## config.mk

```make
export PLATFORM = sky130hd
export DESIGN_NAME = hsio_cmd_handler
export DESIGN_NICKNAME = d
export VERILOG_FILES = /design/src/design/hsio_pkg.sv /design/src/design/hsio_sync.sv /design/src/design/hsio_reply_tx.sv /design/src/design/hsio_cmd_handler.sv
export SDC_FILE = /design/constraint.sdc
export NUM_CORES = 1
export LEC_CHECK = 0
export ABC_AREA = 1
export BUFFER_PORTS_ARGS = -buffer_cell sky130_fd_sc_hd__buf_2
export CORE_UTILIZATION = 35
export CTS_BUF_LIST = sky130_fd_sc_hd__clkbuf_8 sky130_fd_sc_hd__clkbuf_16
export CTS_CLUSTER_SIZE = 16
export DETAILED_ROUTE_END_ITERATION = 8
export HOLD_SLACK_MARGIN = 0.06
export PLACE_DENSITY_LB_ADDON = 0.15
export SLEW_MARGIN = 15
export SYNTH_ARGS = -nofsm -noshare
export SYNTH_HDL_FRONTEND = slang
export SYNTH_SLANG_ARGS = --single-unit
```

## constraint.sdc

```tcl
create_clock -name clk_sys -period 6.1 [get_ports clk_sys]
set_input_delay 1.83 -clock clk_sys [delete_from_list [all_inputs] [get_ports clk_sys]]
set_output_delay 1.83 -clock clk_sys [all_outputs]
set_load 0.005 [all_outputs]
```

## src/design/hsio_pkg.sv

```systemverilog
/*
 Constants and types shared by the homing and I/O command handler.
 Assumes nine-byte binary frames, one clock and a synchronous reset.
*/
package hsio_pkg;
    // Instruction codes
    localparam logic [7:0] INSTR_HOMING   = 8'h0d;
    localparam logic [7:0] INSTR_SET_OUT  = 8'h0e;
    localparam logic [7:0] INSTR_READ     = 8'h0f;
    // Status byte of a good reply
    localparam logic [7:0] STATUS_OK      = 8'h64;
    // Homing request kinds
    localparam logic [7:0] HOME_START     = 8'h00;
    localparam logic [7:0] HOME_STOP      = 8'h01;
    localparam logic [7:0] HOME_STATUS    = 8'h02;
    // Banks and special ports
    localparam logic [7:0] BANK_INPUTS    = 8'h00;
    localparam logic [7:0] BANK_ANALOG    = 8'h01;
    localparam logic [7:0] BANK_OUTPUTS   = 8'h02;
    localparam logic [7:0] MOTOR_ZERO     = 8'h00;
    localparam logic [7:0] PORT_ALL       = 8'hff;
    localparam logic [7:0] PORT_ENC_ZERO  = 8'h0b;
    localparam logic [7:0] PORT_ANALOG    = 8'h00;
    localparam logic [7:0] PORT_TEMP      = 8'h09;
    localparam logic [7:0] NUM_OUTPUTS    = 8'h02;
    localparam logic [7:0] NUM_INPUTS     = 8'h04;
    localparam logic [31:0] VALUE_FROM_ACC = 32'hffffffff;
    localparam logic [31:0] VALUE_LEVEL_MAX = 32'h00000001;
    // Byte positions inside a frame
    localparam logic [3:0] POS_TARGET     = 4'h0;
    localparam logic [3:0] POS_INSTR      = 4'h1;
    localparam logic [3:0] POS_KIND       = 4'h2;
    localparam logic [3:0] POS_BANK       = 4'h3;
    localparam logic [3:0] POS_CHECKSUM   = 4'h8;
    // Addresses; values are arbitrary
    localparam logic [7:0] OWN_ADDR       = 8'h01;
    localparam logic [7:0] HOST_ADDR      = 8'h02;
    // Controller states
    typedef enum logic [2:0] {
        HS_IDLE = 3'b001,
        HS_EXEC = 3'b010,
        HS_SEND = 3'b100
    } hsio_state_t;
endpackage : hsio_pkg

```

## src/design/hsio_sync.sv

```systemverilog
/*
 Three-stage synchroniser for pin inputs, one stage set per bit.
 Assumes the inputs are asynchronous levels from pins.
*/
`timescale 1ns/1ns
module hsio_sync
    import hsio_pkg::*;
#(
    parameter int W = 5
)(
    input  wire logic         clk_sys,
    input  wire logic         sys_rst,
    input  wire logic [W-1:0] pinIn,
    output logic      [W-1:0] pinSync
);
    typedef struct packed {
        logic [W-1:0] s1;
        logic [W-1:0] s2;
        logic [W-1:0] s3;
        logic [W-1:0] q;
    } hsio_sync_t;

    hsio_sync_t        r;
    hsio_sync_t        next_r;
    wire logic [W-1:0] settle;

    // Per bit: stage three is taken only once stages two and three agree
    genvar i;
    generate
        for (i = 0; i < W; i++)
        begin : g_bit
            assign settle[i] = (r.s2[i] == r.s3[i]) ? r.s3[i] : r.q[i];
        end
    endgenerate

    // Shift chain; the settled level holds while the stages disagree
    always_comb
    begin
        next_r    = r;
        next_r.s1 = pinIn;
        next_r.s2 = r.s1;
        next_r.s3 = r.s2;
        next_r.q  = settle;
    end

    // State register
    always_ff @(posedge clk_sys)
    begin
        if (sys_rst)
        begin
            r <= '0;
        end
        else
        begin
            r <= next_r;
        end
    end

    assign pinSync = r.q;
endmodule : hsio_sync

```

## src/design/hsio_reply_tx.sv

```systemverilog
/*
 Reply serialiser: appends the checksum and sends nine bytes.
 Assumes the receiver accepts a byte when txValid and txReady are high.
*/
`timescale 1ns/1ns
module hsio_reply_tx
    import hsio_pkg::*;
(
    input  wire logic        clk_sys,
    input  wire logic        sys_rst,
    input  wire logic        load,
    input  wire logic [63:0] header,
    input  wire logic        txReady,
    output logic      [7:0]  txData,
    output logic             txValid,
    output logic             busy
);
    typedef struct packed {
        logic [71:0] frame;
        logic [3:0]  count;
        logic        valid;
        logic        busy;
    } hsio_tx_t;

    hsio_tx_t r;
    hsio_tx_t next_r;

    // Load, then shift out one byte per accepted handshake
    always_comb
    begin
        logic [7:0] sum;
        sum    = 8'h00;
        next_r = r;
        for (int k = 0; k < 8; k++)
        begin
            sum = sum + header[k*8 +: 8];
        end
        if (load && !r.busy)
        begin
            next_r.frame = {header, sum};
            next_r.count = 4'h0;
            next_r.valid = 1'b1;
            next_r.busy  = 1'b1;
        end
        else if (r.valid && txReady)
        begin
            next_r.frame = {r.frame[63:0], 8'h00};
            next_r.count = r.count + 4'h1;
            if (r.count == POS_CHECKSUM)
            begin
                next_r.valid = 1'b0;
                next_r.busy  = 1'b0;
            end
        end
    end

    // State register
    always_ff @(posedge clk_sys)
    begin
        if (sys_rst)
        begin
            r <= '0;
        end
        else
        begin
            r <= next_r;
        end
    end

    assign txData  = r.frame[71:64];
    assign txValid = r.valid;
    assign busy    = r.busy;
endmodule : hsio_reply_tx

```

## src/design/hsio_cmd_handler.sv

```systemverilog
/*
 Command handler for homing, set-output and read-port frames.
 Assumes bytes arrive on a same-clock valid/ready stream and replies
 leave on another; homing engine, converter and sensor are outside.
*/
// Behaviour
// - Instruction 13: start, stop or query homing
// - Status query: 0 idle, nonzero while searching
// - Start, stop, set, read reply status OK
// - Reply: host, target, status, instr, value, sum
// - Instruction 14 bank 2 drives indexed output
// - Two outputs, indices 0 and 1, 0/1
// - Port 255 sets all outputs from bits
// - Value -1 takes outputs from accumulator
// - Instruction 15 reads port in bank 0-2
// - Digital reads 0/1, analog 12-bit
// - Direct mode keeps accumulator except port 255 bank 0 (bits 7:0), standalone copies
// - Bank 0 has four inputs, two shared
// - Port 255 bank 0 loads all inputs
// - Port 11 bank 0 reports encoder zero
// - Bank 1: analog port 0, temperature 9
// - Output states readable through read command
// - Bank 2 ports 0/1 return output state
`timescale 1ns/1ns
module hsio_cmd_handler
    import hsio_pkg::*;
(
    input  wire logic        clk_sys,
    input  wire logic        sys_rst,
    input  wire logic [7:0]  rxData,
    input  wire logic        rxValid,
    output logic             rxReady,
    output logic [7:0]       txData,
    output logic             txValid,
    input  wire logic        txReady,
    input  wire logic        standaloneMode,
    input  wire logic        homingActive,
    output logic             homingStart,
    output logic             homingStop,
    input  wire logic [3:0]  gpPins,
    input  wire logic        encNearZeroPin,
    input  wire logic [11:0] analogIn,
    input  wire logic [7:0]  temperature,
    output logic             gp_output_a,
    output logic             gp_output_b,
    output logic [31:0]      accumulator
);
    typedef struct packed {
        hsio_state_t state;
        logic [3:0]  count;
        logic [7:0]  sum;
        logic [7:0]  target;
        logic [7:0]  instr;
        logic [7:0]  kind;
        logic [7:0]  bank;
        logic [31:0] value;
        logic [31:0] acc;
        logic [1:0]  outs;
        logic        start;
        logic        stop;
        logic        ready;
        logic        load;
        logic [31:0] replyVal;
    } hsio_core_t;

    hsio_core_t  r;
    hsio_core_t  next_r;
    logic [4:0]  pinSync;
    logic        txBusy;
    logic [31:0] readVal;
    logic        readKnown;

    // Pin inputs pass the synchroniser
    hsio_sync #(.W(5)) u_sync (
        .clk_sys (clk_sys),
        .sys_rst (sys_rst),
        .pinIn   ({encNearZeroPin, gpPins}),
        .pinSync (pinSync)
    );

    // Reply serialiser
    hsio_reply_tx u_tx (
        .clk_sys (clk_sys),
        .sys_rst (sys_rst),
        .load    (r.load),
        .header  ({HOST_ADDR, OWN_ADDR, STATUS_OK, r.instr, r.replyVal}),
        .txReady (txReady),
        .txData  (txData),
        .txValid (txValid),
        .busy    (txBusy)
    );

    // Selected line for a read command
    always_comb
    begin
        readVal   = 32'h0;
        readKnown = 1'b1;
        if (r.bank == BANK_INPUTS && r.kind < NUM_INPUTS)
        begin
            readVal = {31'h0, pinSync[r.kind[1:0]]};
        end
        else if (r.bank == BANK_INPUTS && r.kind == PORT_ALL)
        begin
            readVal = {28'h0, pinSync[3:0]};
        end
        else if (r.bank == BANK_INPUTS && r.kind == PORT_ENC_ZERO)
        begin
            readVal = {31'h0, pinSync[4]};
        end
        else if (r.bank == BANK_ANALOG && r.kind == PORT_ANALOG)
        begin
            readVal = {20'h0, analogIn};
        end
        else if (r.bank == BANK_ANALOG && r.kind == PORT_TEMP)
        begin
            readVal = {{24{temperature[7]}}, temperature};
        end
        else if (r.bank == BANK_OUTPUTS && r.kind < NUM_OUTPUTS)
        begin
            readVal = {31'h0, r.outs[r.kind[0]]};
        end
        else
        begin
            readKnown = 1'b0;
        end
    end

    // Frame assembly, execution and reply sequencing
    always_comb
    begin
        next_r       = r;
        next_r.start = 1'b0;
        next_r.stop  = 1'b0;
        next_r.load  = 1'b0;
        case (r.state)
            HS_IDLE:
            begin
                if (rxValid && r.ready)
                begin
                    next_r.sum   = r.sum + rxData;
                    next_r.count = r.count + 4'h1;
                    case (r.count)
                        POS_TARGET: next_r.target = rxData;
                        POS_INSTR:  next_r.instr  = rxData;
                        POS_KIND:   next_r.kind   = rxData;
                        POS_BANK:   next_r.bank   = rxData;
                        POS_CHECKSUM:
                        begin
                            next_r.count = 4'h0;
                            next_r.sum   = 8'h00;
                            if (rxData == r.sum && r.target == OWN_ADDR)
                            begin
                                next_r.state = HS_EXEC;
                                next_r.ready = 1'b0;
                            end
                        end
                        default:    next_r.value  = {r.value[23:0], rxData};
                    endcase
                end
            end
            HS_EXEC:
            begin
                next_r.state    = HS_SEND;
                next_r.load     = 1'b1;
                next_r.replyVal = 32'h0;
                case (r.instr)
                    INSTR_HOMING:
                    begin
                        if (r.kind == HOME_START)
                        begin
                            next_r.start = 1'b1;
                        end
                        else if (r.kind == HOME_STOP)
                        begin
                            next_r.stop = 1'b1;
                        end
                        else if (r.kind == HOME_STATUS)
                        begin
                            next_r.replyVal = {31'h0, homingActive};
                        end
                        else
                        begin
                            next_r.state = HS_IDLE;
                            next_r.load  = 1'b0;
                            next_r.ready = 1'b1;
                        end
                    end
                    INSTR_SET_OUT:
                    begin
                        if (r.bank == BANK_OUTPUTS && r.kind < NUM_OUTPUTS
                            && r.value <= VALUE_LEVEL_MAX)
                        begin
                            next_r.outs[r.kind[0]] = r.value[0];
                        end
                        else if (r.bank == BANK_OUTPUTS && r.kind == PORT_ALL)
                        begin
                            if (r.value == VALUE_FROM_ACC)
                            begin
                                next_r.outs = r.acc[1:0];
                            end
                            else
                            begin
                                next_r.outs = r.value[1:0];
                            end
                        end
                    end
                    INSTR_READ:
                    begin
                        next_r.replyVal = readVal;
                        if (r.bank == BANK_INPUTS && r.kind == PORT_ALL)
                        begin
                            next_r.acc[7:0] = readVal[7:0];
                        end
                        else if (standaloneMode && readKnown)
                        begin
                            next_r.acc = readVal;
                        end
                    end
                    default:
                    begin
                        next_r.state = HS_IDLE;
                        next_r.load  = 1'b0;
                        next_r.ready = 1'b1;
                    end
                endcase
            end
            HS_SEND:
            begin
                if (!r.load && !txBusy)
                begin
                    next_r.state = HS_IDLE;
                    next_r.ready = 1'b1;
                end
            end
            default:
            begin
                next_r.state = HS_IDLE;
                next_r.ready = 1'b1;
            end
        endcase
    end

    // State register
    always_ff @(posedge clk_sys)
    begin
        if (sys_rst)
        begin
            r       <= '0;
            r.state <= HS_IDLE;
            r.ready <= 1'b1;
        end
        else
        begin
            r <= next_r;
        end
    end

    assign rxReady     = r.ready;
    assign homingStart = r.start;
    assign homingStop  = r.stop;
    assign gp_output_a = r.outs[0];
    assign gp_output_b = r.outs[1];
    assign accumulator = r.acc;

    logic execNow;
    assign execNow = (r.state == HS_EXEC);
endmodule : hsio_cmd_handler

```

==> flow_metrics.py <==
metrics = {
    "status": {
        "outcome": "finished clean",
    },
    "route": {
        "wl_um": 23900,
        "ant_nets": 0,
        "drcViolationCount": 0,
        "vias": 8228,
        "wl_per_cell_um": 13.7,
        "firstDrtPassIters": 5,
        "drtIter0Drc": 526,
        "vias_per_cell": 4.71,
    },
    "yosys": {
        "synth_top_cells_by_area": "dfxtp_1 (42%), nand2_1 (9.6%), nor2_1 (8.1%)",
        "synth-seq-area-share_pct": 42.0,
        "yosysWarnings": 0,
        "ys.flop_type": "dfxtp_1",
        "yosysTopAreaCell": "dfxtp_1",
        "avgSynthCellArea_um2": 7.45,
        "synth_cell_types": 48,
        "synthTopCellsByCount": "nand2_1 (255), nor2_1 (215), dfxtp_1 (208)",
        "ys_ff_latch": 208,
        "synth_edf_count": 0,
        "synthCells": 1333,
        "yosysTopAreaCellShare_pct": 42.0,
        "async_reset_ff_share_pct": 0,
        "yosysMostFrequentCell": "nand2_1",
        "netlist_area_um2": 9920,
        "syn_nets": 1415,
    },
    "floorplan": {
        "die_h_um": 170,
        "dieArea_um2": 29000,
        "rows": 61,
        "pin_count": 85,
        "core_area_um2": 27900,
        "initial_core_util_pct": 35.6,
        "die_x_um": 170,
    },
    "timing": {
        "period_needed_ns": 3.76,
        "finalCritPeriodShare_pct": 61.7,
        "hold_viol": 0,
        "drv_slew": 0,
        "final-setup-viol-count": 0,
        "tightest_slew_ns": 1.07,
        "slew-limit-headroom_pct": 28.7,
        "setup_slack_ns": 2.34,
        "fmax_ghz": 0.266,
        "fin_tns_setup_ns": 0,
        "skew_ns": 0.0213,
        "rsz0062_at_grt": "false",
    },
    "grt": {
        "grt_use_total_pct": 16.8,
        "grt_pass1_vias": 7808,
        "antenna_found_initial": 0,
        "grt.overflow.total": 0,
        "grt_start_max_net_pins": 98,
        "grt_pass1_wl_um": 39400,
    },
    "placement": {
        "hpwl_um": 16300,
        "dp_slack_ns": 2.12,
        "numPortBuffers": 84,
        "gp_congestion": 0.778,
    },
    "critical_path": {
        "crit_start": "r[30]",
        "rrSetupSlack_ns": 2.34,
        "r2r_start": "r[30]",
        "r2r_cells": 16,
        "crit_path_end": "u_tx.r[13]",
        "critPathRequiredTime_ns": 6.54,
        "critPathArrivalTime_ns": 4.20,
        "cp-end-kind": "flip-flop",
        "critical_path_class": "flip-flop to flip-flop",
        "start_kind": "flip-flop",
        "r2r_end": "u_tx.r[13]",
        "worstPathMaxFanout": 9,
    },
    "clock_tree": {
        "cts.clk_slew.worst_paths_ns": 0.07,
        "cts_made_buffers": 26,
        "cts_htree_levels": 1,
        "clock_path_buffers": 3,
        "cts_resized": 0,
        "clock_latency_ns": 0.53,
        "cts_num_sinks": 208,
        "cts_tree": "yes",
        "cts-root-buf": "clkbuf_16",
        "ctsHoldBuffers": 0,
        "post-cts-setup-buffers": 0,
    },
    "finish": {
        "syn_to_final_growth_pct": 12.2,
        "antenna_cells": 0,
        "final_layout_size_suffix_gt1_share_pct": 12.6,
        "fillers": 2948,
        "final_net_count": 1437,
    },
    "min_path": {
        "hold_depth": 2,
        "hold_path.class": "flip-flop to flip-flop",
    },
    "pwr": {
        "peakVddDrop_v": 0.000214,
        "power_density_nw_per_um2": 289,
        "leakage_nw": 4.77,
    },
    "run": {
        "maxCapViolations": 0,
    },
}
## layout by cell type, fill, tap and decap left out, types with 14 or more instances in the layout
cell         n
nand2_1    255
nor2_1     214
dfxtp_1    208
inv_1      143
a21oi_1     98
buf_2       83
o21ai_0     55
nand3_1     37
ha_1        28
a31oi_1     26
clkbuf_16   26
o21ai_1     23
nor3_1      16
a221oi_1    15
fa_1        15
nand4_1     14
## registers in the layout, indices dropped and copies added, names as in the netlist
signal / count
gp_output_b: 1
r: 93
u_sync.pinSync: 5
u_tx.txData: 8
u_sync.r: 5
u_tx.busy: 1
homingStart: 1
u_sync.next_r: 10
accumulator: 13
gp_output_a: 1
rxReady: 1
u_tx.r: 68
homingStop: 1
## cell families (layout without fill, tap and decap cells)
logic type	count (synthesis)	count (layout)	share of synthesized area, %
simple gates	572	572	24.4
compound gates	254	254	14.8
buf+inv	248	285	11.6
flops	208	208	42.0
fa+ha+maj	43	43	6.56
xor+xnor	8	8	0.706
## critical path: stages, from the launching register on
cell,delay (ns)
dfxtp_1,0.54
inv_1,0.31
fa_1,0.56
inv_1,0.05
fa_1,0.53
inv_1,0.05
fa_1,0.50
inv_1,0.07
ha_1,0.28
nand3_1,0.07
nand3_1,0.10
nand2_1,0.08
nand2_1,0.05
a21oi_1,0.16
nand3b_1,0.13
nand3_1,0.08
a21oi_1,0.13
## where the power goes
group / leakage, nW / switching, mW / internal (mW) / total, mW
sequential: 1.69 / 0.0426 / 1.41 / 1.45
clock: 0.428 / 0.581 / 0.904 / 1.49
combinational: 2.66 / 0.187 / 0.0986 / 0.286
total: 4.77 / 0.811 / 2.41 / 3.22
## how the worst min path moves through the flow
stage / start / end / slack [ns]
finish: u_sync.next_r[11] / u_sync.next_r[6] / 0.40
global route: u_sync.next_r[10] / u_sync.next_r[5] / 0.42
CTS: u_sync.next_r[11] / u_sync.next_r[6] / 0.40
detailed placement: u_sync.next_r[11] / u_sync.next_r[6] / 0.40
global placement: u_sync.next_r[11] / u_sync.next_r[6] / 0.39
floorplan: u_sync.next_r[10] / u_sync.next_r[5] / 0.39
## through the flow
stage,std cells,total power [mW],hold slack [ns],util (%),area (um^2)
4_1_cts,1748,3.27,0.404,40.0,11100
2_1_floorplan,1333,1.69,0.388,-,9920
6_report,1748,3.22,0.402,40.0,11100
5_1_grt,1748,3.39,0.420,40.0,11100
3_5_place_dp,1705,1.77,0.396,37.0,10300
3_3_place_gp,1705,1.77,0.389,37.0,10300
## final cells by class
type                       instances  area [um^2]  share of cell area [%]
clock buffer                      30          706                    6.33
tap                              378          473                    4.25
timing repair buffer              90          468                    4.20
inverter                         152          578                    5.19
clock inverter                    13          130                    1.17
sequential                       208         4160                    37.4
multi-input combinational        877         4620                    41.5
## per-layer routing
layer	track usage [%]	routed length, um
met2	28.6	11200
met4	3.84	443
met1	22.4	11500
met5	0	0
met3	2.28	756
(Power assumes the default switching activity.)
